[src/inc/supervisor_pkg.sv]
`default_nettype none
package supervisor_pkg;
    // Clock period in picoseconds (200 MHz)
    localparam longint CLK_PERIOD_PS = 5000;
    // Nominal watchdog timeout period, in milliseconds
    localparam longint WD_TIMEOUT_MS = 1600;
    // Nominal reset pulse width, in milliseconds
    localparam longint RESET_PULSE_MS = 200;
    // Minimum watchdog pulse width, in nanoseconds
    localparam longint WD_MIN_PULSE_NS = 50;
    // Longest time rounds down
    localparam longint WD_TIMEOUT_CYC = (WD_TIMEOUT_MS * 64'd1_000_000_000) / CLK_PERIOD_PS;
    // Least time rounds up
    localparam longint RESET_PULSE_CYC =
        (RESET_PULSE_MS * 64'd1_000_000_000 + CLK_PERIOD_PS - 1) / CLK_PERIOD_PS;
    // Least pulse width; shorter events are still taken
    localparam longint WD_MIN_PULSE_CYC =
        (WD_MIN_PULSE_NS * 64'd1000 + CLK_PERIOD_PS - 1) / CLK_PERIOD_PS;
    localparam int CNT_W = 32;
    // Three-level decode of the watchdog input
    typedef enum logic [1:0] {WD_LOW, WD_HIGH, WD_FLOAT} wd_level_e;
    typedef enum logic [1:0] {ST_RESET, ST_RUN, ST_BACKUP} sup_state_e;
    // Output levels after reset
    localparam logic RESET_N_INIT = 1'b0;
    localparam logic PF_FLAG_N_INIT = 1'b0;
endpackage
`default_nettype wire

[src/core/wd_level_decode.sv]
`default_nettype none
// Turns the two digital comparator outputs of the watchdog pad into a level and
// flags a service event whenever the level changes directly from one driven level to the other.
module wd_level_decode
    import supervisor_pkg::*;
(
    input wire logic i_clk,
    input wire logic i_rst_n,
    input wire logic i_wd_above_hi,
    input wire logic i_wd_below_lo,
    output logic o_floating,
    output logic o_service
);
    wd_level_e level_ff, nxt_level;
    logic service_ff, nxt_service;

    always_comb
    begin
        if (i_wd_above_hi && !i_wd_below_lo)
            nxt_level = WD_HIGH;
        else if (i_wd_below_lo && !i_wd_above_hi)
            nxt_level = WD_LOW;
        else
            nxt_level = WD_FLOAT;
        // Any change between driven levels, even one cycle long
        nxt_service = (nxt_level != WD_FLOAT) && (level_ff != WD_FLOAT)
            && (nxt_level != level_ff);
    end

    always_ff @(posedge i_clk)
    begin
        if (!i_rst_n)
        begin
            level_ff <= WD_FLOAT;
            service_ff <= 1'b0;
        end
        else
        begin
            level_ff <= nxt_level;
            service_ff <= nxt_service;
        end
    end

    assign o_floating = (level_ff == WD_FLOAT);
    assign o_service = service_ff;
endmodule
`default_nettype wire

[src/core/supervisor_reset_watchdog.sv]
`default_nettype none
module supervisor_reset_watchdog
    import supervisor_pkg::*;
#(
    parameter logic [CNT_W-1:0] WD_TIMEOUT = CNT_W'(WD_TIMEOUT_CYC),
    parameter logic [CNT_W-1:0] RESET_PULSE = CNT_W'(RESET_PULSE_CYC)
)
(
    input wire logic i_clk,
    input wire logic i_rst_n,
    // Main supply below reset threshold
    input wire logic i_supply_low,
    // Main supply more than hysteresis above backup level
    input wire logic i_supply_above_backup_hi,
    // Main supply more than hysteresis below backup level
    input wire logic i_supply_below_backup_lo,
    // Sense input below the power-fail reference
    input wire logic i_powerfail_sense_low,
    input wire logic i_wd_above_hi,
    input wire logic i_wd_below_lo,
    output logic o_reset_n,
    output logic o_reset,
    output logic o_powerfail_flag_n,
    // High while the switched output is fed from the backup supply
    output logic o_backup_selected
);

    // Sequencer state and its two counters
    sup_state_e state_ff, nxt_state;
    logic [CNT_W-1:0] pulse_cnt_ff, nxt_pulse_cnt;
    logic [CNT_W-1:0] wd_cnt_ff, nxt_wd_cnt;

    // Supply selection
    logic backup_ff, nxt_backup;

    // Registered pin levels
    logic reset_n_ff, nxt_reset_n;
    logic reset_ff, nxt_reset;
    logic pf_n_ff, nxt_pf_n;

    // Decoded watchdog pad
    logic wd_floating;
    logic wd_service;

    // Pad comparators arrive synchronous; decoding adds one cycle
    wd_level_decode u_wd_decode (
        .i_clk(i_clk),
        .i_rst_n(i_rst_n),
        .i_wd_above_hi(i_wd_above_hi),
        .i_wd_below_lo(i_wd_below_lo),
        .o_floating(wd_floating),
        .o_service(wd_service)
    );

    // Supply switchover with hysteresis
    always_comb
    begin
        nxt_backup = backup_ff;
        if (!i_supply_low)
        begin
            nxt_backup = 1'b0;
        end
        else if (i_supply_below_backup_lo)
        begin
            nxt_backup = 1'b1;
        end
        else if (i_supply_above_backup_hi)
        begin
            nxt_backup = 1'b0;
        end
        // Between the two trip points the previous choice holds
    end

    always_ff @(posedge i_clk)
    begin
        if (!i_rst_n)
        begin
            backup_ff <= 1'b0;
        end
        else
        begin
            backup_ff <= nxt_backup;
        end
    end

    // Reset sequencer and watchdog timer
    always_comb
    begin
        nxt_state = state_ff;
        nxt_pulse_cnt = pulse_cnt_ff;
        nxt_wd_cnt = wd_cnt_ff;
        unique case (state_ff)
            ST_RESET:
            begin
                nxt_wd_cnt = '0;
                // A brownout inside the pulse starts the full width again
                if (i_supply_low)
                begin
                    nxt_pulse_cnt = '0;
                end
                else if (pulse_cnt_ff >= RESET_PULSE - 1'b1)
                begin
                    nxt_state = ST_RUN;
                    nxt_pulse_cnt = '0;
                end
                else
                begin
                    nxt_pulse_cnt = pulse_cnt_ff + 1'b1;
                end
            end

            ST_RUN:
            begin
                if (i_supply_low)
                begin
                    nxt_state = ST_RESET;
                    nxt_pulse_cnt = '0;
                    nxt_wd_cnt = '0;
                end
                else if (wd_floating || wd_service)
                begin
                    // A service or a floating pad keeps the timer at zero
                    nxt_wd_cnt = '0;
                end
                else if (wd_cnt_ff >= WD_TIMEOUT - 1'b1)
                begin
                    nxt_state = ST_RESET;
                    nxt_pulse_cnt = '0;
                    nxt_wd_cnt = '0;
                end
                else
                begin
                    nxt_wd_cnt = wd_cnt_ff + 1'b1;
                end
            end

            ST_BACKUP:
            begin
                nxt_wd_cnt = '0;
                nxt_pulse_cnt = '0;
            end
        endcase
        // Backup overrides whatever the case above chose
        if (backup_ff)
        begin
            nxt_state = ST_BACKUP;
            nxt_wd_cnt = '0;
            nxt_pulse_cnt = '0;
        end
        else if (state_ff == ST_BACKUP)
        begin
            // Leaving backup always goes through a full reset pulse
            nxt_state = ST_RESET;
        end
    end

    always_ff @(posedge i_clk)
    begin
        if (!i_rst_n)
        begin
            state_ff <= ST_RESET;
            pulse_cnt_ff <= '0;
            wd_cnt_ff <= '0;
        end
        else
        begin
            state_ff <= nxt_state;
            pulse_cnt_ff <= nxt_pulse_cnt;
            wd_cnt_ff <= nxt_wd_cnt;
        end
    end

    // Reset pins follow the next state, the flag follows sense and backup; each pin is a flip-flop
    always_comb
    begin
        nxt_reset_n = (nxt_state == ST_RUN);
        nxt_reset = !nxt_reset_n;
        // Low sense and backup mode both pull the flag low
        nxt_pf_n = !(i_powerfail_sense_low || backup_ff);
    end

    always_ff @(posedge i_clk)
    begin
        if (!i_rst_n)
        begin
            reset_n_ff <= RESET_N_INIT;
            reset_ff <= !RESET_N_INIT;
            pf_n_ff <= PF_FLAG_N_INIT;
        end
        else
        begin
            reset_n_ff <= nxt_reset_n;
            reset_ff <= nxt_reset;
            pf_n_ff <= nxt_pf_n;
        end
    end

    assign o_reset_n = reset_n_ff;
    assign o_reset = reset_ff;
    assign o_powerfail_flag_n = pf_n_ff;
    assign o_backup_selected = backup_ff;
endmodule
`default_nettype wire

[config.mk]
export PLATFORM = sky130hd
export DESIGN_NAME = supervisor_reset_watchdog
export DESIGN_NICKNAME = d
export VERILOG_FILES = /design/src/inc/supervisor_pkg.sv /design/src/core/wd_level_decode.sv /design/src/core/supervisor_reset_watchdog.sv
export SDC_FILE = /design/constraint.sdc
export NUM_CORES = 1
export LEC_CHECK = 0
export ABC_AREA = 1
export BUFFER_PORTS_ARGS = -buffer_cell sky130_fd_sc_hd__buf_2
export CORE_MARGIN = 10
export CORE_UTILIZATION = 50
export CTS_CLUSTER_DIAMETER = 100
export DETAILED_ROUTE_END_ITERATION = 10
export GPL_TIMING_DRIVEN = 0
export HOLD_SLACK_MARGIN = 0.03
export PLACE_DENSITY_LB_ADDON = 0.08
export SYNTH_ARGS = -nofsm -noshare
export SYNTH_HDL_FRONTEND = slang
export SYNTH_SLANG_ARGS = --single-unit
[constraint.sdc]
create_clock -name i_clk -period 1.8 [get_ports i_clk]
set_input_delay 0.18 -clock i_clk [delete_from_list [all_inputs] [get_ports i_clk]]
set_output_delay 0.18 -clock i_clk [all_outputs]
set_load 0.01 [all_outputs]
### Word-level counts from Yosys, hierarchy flattened

Index checks and enable logic that the tools add are counted.

| cells by class | value |
|---|---|
| multiplexer cells | 22 |
| add/subtract/negate cells | 2 |
| eq/ne operators | 9 |
| bitwise gates (word level) | 1 |
| reductions and logical operators | 16 |
| order comparisons | 2 |

Operators by type and width:

| cell | number |
|---|---|
| 32-bit 2-to-1 mux | 8 |
| 32-bit case mux with 3 select lines | 1 |
| 32-bit by 1-bit adder with 32-bit output, second input constant | 2 |
| 32-bit case mux with 2 select lines | 1 |
| 32-bit by 26-bit >= comparator with 1-bit output, second input constant | 1 |
| 32-bit by 29-bit >= comparator with 1-bit output, second input constant | 1 |
| 2-bit 2-to-1 mux | 9 |
| 3-bit inequality test, second input constant | 2 |
| 2-bit by 1-bit == test with 1-bit output, second input constant | 2 |
| 2-bit == test, second input constant | 2 |
| 1-bit logical AND | 4 |
| 1-bit zero test | 4 |
| 2-bit inequality test, second input constant | 2 |
| 2-bit case mux with 2 select lines | 1 |
| 2-bit AND reduction | 2 |
| 2-bit OR reduction | 2 |
| 2-bit zero test | 1 |
| 1-bit logical OR | 2 |
| 1-bit 2-to-1 mux | 2 |
| 2-bit inequality test | 1 |
| 2-bit nonzero test | 1 |
| 1-bit inverter | 1 |

| word-level totals | value |
|---|---|
| word-level logic and storage cells | 61 |
| bits of input ports | 8 |
| flip-flop bits (word level) | 73 |

### Depth between registers and ports, before layout

| logic depth | value |
|---|---|
| depth in word-level cells | 9 |
| depth in mapped cells | 15 |
| mapped depth without buffers | 14 |

### Modules after synthesis

Synthesis repeated with hierarchy kept, for this count alone.

| second synthesis, totals | value |
|---|---|
| cells, all modules | 604 |
| area total of the unflattened synthesis | 4043.9 sq um |

By module, submodules not included:

| module | area an instance (sq um) | times used | cells an instance |
|---|---|---|---|
| supervisor_reset_watchdog | 3921.3 | 1 | 588 |
| wd_level_decode | 122.6 | 1 | 16 |

### Worst setup path before layout

Ideal clock, no wire load.

| timing path | value |
|---|---|
| path type | register to register |
| start point | register pulse_cnt_ff[0] |
| end point | register pulse_cnt_ff[0] |
| buffers on the path | 1 |
| cell stages (with the launch flop) | 16 |
| period minus slack after synthesis | 1.796 ns |
| slack | 0.004 ns |
| library setup time | 0.108 ns |
| arrival time | 1.688 ns |
| cell sequence | dfxtp_1 > ha_1 > nand2_1 > nor2_2 > nand2_1 > inv_2 > nand2_1 > nand2_1 > nand2_1 > nand2_2 > inv_1 > nand2_2 > o21ai_4 > buf_6 > nand2_1 > inv_2 |

| on the way | value |
|---|---|
| longest elaborated chain between the ends | 4 |
| elaborated cells between the ends (all ways) | 5 |
| classes of those cells | 1 x add/sub; 1 x order compare; 3 x mux |

RTL lines:

| item | RTL line | source |
|---|---|---|
| start, declared | supervisor_reset_watchdog.sv:30 | `logic [CNT_W-1:0] pulse_cnt_ff, nxt_pulse_cnt;` |
| start signal, assigned | supervisor_reset_watchdog.sv:168 | `pulse_cnt_ff <= nxt_pulse_cnt;` |
| 32-bit by 1-bit adder with 32-bit output or 32-bit by 26-bit >= comparator with 1-bit output (tied branches) | supervisor_reset_watchdog.sv:108, supervisor_reset_watchdog.sv:101 |  |
| 32-bit 2-to-1 mux * | supervisor_reset_watchdog.sv:101 | `else if (pulse_cnt_ff >= RESET_PULSE - 1'b1)` |
| 32-bit 2-to-1 mux * | supervisor_reset_watchdog.sv:97 | `if (i_supply_low)` |
| 32-bit case mux with 3 select lines * | supervisor_reset_watchdog.sv:92 | `unique case (state_ff)` |

Every way passes the cells marked *; elsewhere a longest branch is shown, timed or not.
A chain may end at the register's enable or synchronous reset.

### Worst setup path after layout

| timing path | value |
|---|---|
| start point | register state_ff[0] |
| end point | register pulse_cnt_ff[3] |

| on the way | value |
|---|---|
| longest elaborated chain between the ends | 3 |
| elaborated cells between the ends (all ways) | 7 |
| classes of those cells | 4 x eq/ne; 1 x mux; 2 x reduce/logical |

RTL lines:

| item | RTL line | source |
|---|---|---|
| start, declared | supervisor_reset_watchdog.sv:29 | `sup_state_e state_ff, nxt_state;` |
| start signal, assigned | supervisor_reset_watchdog.sv:167 | `state_ff <= nxt_state;` |
| 2-bit by 1-bit == test with 1-bit output | supervisor_reset_watchdog.sv:92 |  |
| 3-bit inequality test (no line) | - |  |
| 2-bit AND reduction (no line) | - |  |

Several ways; a longest one is shown, not always the timed one.

==> results by group <==
Critical path
  – CP startpoint kind: register
  – Crit Path Class: reg2reg
  – CP max FO: 8
  – Critical Path Sink Type: register
  – CP Data Arrival Time: 2.13 ns
  – CP Data Required Time: 2.09 ns
  – Worst reg2reg path startpoint: state_ff[0]
  – Crit path from: state_ff[0]

Clock network
  – CTS root buf: clkbuf_8
  – CTS clk-pin slew, worst paths: 0.08 ns
  – CTS tree: yes
  – Clk_lat worst skew: 0.35 ns
  – Maximum clock insertion buffer count: 2
  – CTS Buf Count: 9
  – CTS sink count: 73
  – H-tree depth: 3

STA
  – Min Clock Period, post-route: 1.846 ns
  – # setup viols final: 5
  – Worst setup skew after layout: 0.01047 ns
  – Final slew viol count: 0
  – RSZ-0062 raised after global routing: yes
  – Fmax: 541.6 MHz
  – Max-slew headroom: 0.6366
  – Final setup margin: -0.04627 ns
  – Period utilization: 1.026
  – Tightest Pin Transition: 0.5451 ns
  – Hold Violations, Final: 0

Floorplan
  – Die area: 11820 µm²
  – Core Box Area: 7687 µm²
  – Initial core utilization: 0.5117
  – Row Count: 32
  – Die Height: 108.7 µm
  – Die width: 108.7 µm
  – Num ports: 12

Synth
  – Fraction of registers with async set/reset: 0
  – Primary FF master, synth: dfxtp_1
  – Synth Register Bits: 73
  – Mean Syn Cell Area: 6.556 µm²
  – Sequential fraction of the synthesis area: 0.3715
  – Number of synthesis warnings: 0
  – Yosys cell types: 37
  – Synthesized area: 3934 µm²
  – Cells after Synth: 600
  – Post-synth EDFFs: 0

Min path
  – Min-delay src: i_supply_below_backup_lo
  – Hold crit path type: in2reg

Placed design
  – Post-placement cell area: 4124 µm²
  – Dpl ws: -0.4003 ns
  – Placer Congestion: 0.9072
  – Dpl hpwl: 6.432 mm
  – # port buffers: 11

Route
  – Avg Vias per Cell: 5.029
  – DRC: 0
  – Final WL: 9.452 mm
  – Routed len/inst: 12.54 µm
  – Initial DRC count: 133
  – Routed Antenna Nets: 0
  – Vias: 3792
  – DR pass1 iterations: 5

Global routing
  – Total GRT Usage: 0.1638
  – First-pass GRT wire length: 15.83 mm
  – Largest net degree at the start of global routing: 14
  – Antenna violations before repair: 0
  – Grt total ovfl: 0
  – Vias in the first global route: 3576

Pwr
  – Max VDD drop: 0.4683 mV
  – Final total power: 3.203 mW
  – Pwr per Cell Area: 662.0 nW/µm²
  – Leak: 1.843 nW

Finish
  – Layout cells sized above 1: 0.2500
  – Fillers: 704
  – Design area: 4838 µm²
  – Final core occ: 0.6294
  – Area Growth Syn to Fin: 23.00%
  – N_diodes: 0
  – Post-layout nets: 661
  – Multi-input logic area: 2277 µm²
  – Reg area: 1505 µm²

Outcome
  – Status: complete, but fails checks
  – Failing checks: setup timing

Job
  – Max cap viols: 0
[layer usage]
| metal | share of wire | vias up | track usage |
|---|---|---|---|
| met4 | 0.014 | 0 | 0.07345 |
| met5 | 0 | - | 0 |
| met1 | 0.42 | 1729 | 0.1912 |
| met2 | 0.52 | 78 | 0.2823 |
| met3 | 0.045 | 15 | 0.03481 |
| li1 | - | 1970 | - |
[final cells by class]
cell class | count | share of cell area
Tap cell | 102 | 0.02638
Inverter | 94 | 0.07292
Sequential cell | 73 | 0.3111
Buffer | 9 | 0.02250
Timing Repair Buffer | 34 | 0.05146
Clock inverter | 7 | 0.01939
Clock buffer | 9 | 0.02560
Multi-Input combinational cell | 426 | 0.4706
[per-stage QoR]
stage               cells  hold WS, ns  TNS (ns)
detailed placement    715       0.3389    -10.86
floorplan             602       0.2524         0
finish                754       0.1142   -0.1834
CTS                   745      0.09730         0
global route          754       0.1198    -1.771
global placement      715       0.3374    -9.985
[logic make-up after synthesis]
logic type | share of synthesized area
simple gates | 0.4113
xor+xnor | 0.02227
other cells | 0.0009533
flops | 0.3715
fa+ha+maj | 0.01908
buf+inv | 0.1123
compound gates | 0.06266
[state kept, by name, indices dropped and copies added, names as in the netlist]
register and flops:
o_backup_selected 1, o_powerfail_flag_n 1, o_reset 1, o_reset_n 1
pulse_cnt_ff 32, state_ff 2, u_wd_decode.level_ff 2, u_wd_decode.o_service 1
wd_cnt_ff 32
[worst paths after layout]
check             depth (start not counted)           endpoint  slack [ns]
setup / recovery                         11    pulse_cnt_ff[3]       -0.05
hold / removal                            3  o_backup_selected        0.11
setup reg to reg                         11    pulse_cnt_ff[3]       -0.05
hold reg to reg                           2   pulse_cnt_ff[28]        0.45
[worst max-delay path, cell delays in order (launching register included)]
cell	delay [ns]
dfxtp_1	0.39
inv_1	0.10
ha_1	0.31
inv_2	0.13
nand2_1	0.10
nor2_1	0.17
nand2_2	0.09
o21ai_4	0.10
buf_12	0.15
buf_8	0.12
nand2_4	0.04
nor2_2	0.09
[layout by cell type (no fill, tap or decap), types with 3 or more instances in the layout]
master / instances
nand2_1: 130
ha_1: 4
inv_2: 12
buf_12: 3
buf_6: 3
inv_1: 82
buf_2: 12
nand3_1: 37
conb_1: 3
o21ai_1: 3
o21ai_0: 4
nand3b_1: 3
dfxtp_4: 6
nand4_1: 11
buf_4: 20
nand2_4: 5
nor2_1: 86
nor2_2: 17
nor3_1: 24
a211oi_1: 3
a21oi_1: 29
a21oi_2: 3
nand3_2: 5
dfxtp_2: 17
nor2_4: 8
xnor2_1: 3
nor3_2: 6
dfxtp_1: 50
xor2_1: 7
clkbuf_8: 9
nand2_2: 17
[cell usage after synthesis, types with 2 or more instances]
library cell / number / area share
nand2_1: 144 / 0.14
nor2_1: 105 / 0.10
inv_1: 86 / 0.082
dfxtp_1: 73 / 0.37
nand3_1: 42 / 0.053
a21oi_1: 31 / 0.039
nor3_1: 29 / 0.037
nand4_1: 11 / 0.017
inv_2: 8 / 0.0076
xor2_1: 7 / 0.016
ha_1: 6 / 0.019
nand2_2: 6 / 0.0095
nor2_2: 6 / 0.0095
o21ai_0: 5 / 0.0064
a211oi_1: 3 / 0.0057
clkbuf_1: 3 / 0.0029
nand3b_1: 3 / 0.0057
nor3b_1: 3 / 0.0057
nor4_1: 3 / 0.0048
xnor2_1: 3 / 0.0067
buf_12: 2 / 0.010
buf_4: 2 / 0.0038
buf_6: 2 / 0.0057
nand2_4: 2 / 0.0057
o21ai_1: 2 / 0.0025
or2_2: 2 / 0.0032
[where the power goes]
group | switching (mW) | total, mW | internal, mW
Sequential | 0.00767 | 1.63 | 1.62
Clock | 0.665 | 1.45 | 0.781
Combinational | 0.0765 | 0.132 | 0.0553
Total | 0.749 | 3.20 | 2.45
[timing repair]
| item | in CTS | in global routing |
|---|---|---|
| hold endpoints to repair | 2 | 0 |
| hold buffers | 2 | 0 |
| resized for setup | 27 | 84 |
| cloned | 1 | 0 |
| pin swaps | 6 | 19 |
| buffers inserted | 11 | 9 |
| setup endpoints to repair | 61 | 64 |
Power figures use the tool's default switching activity.
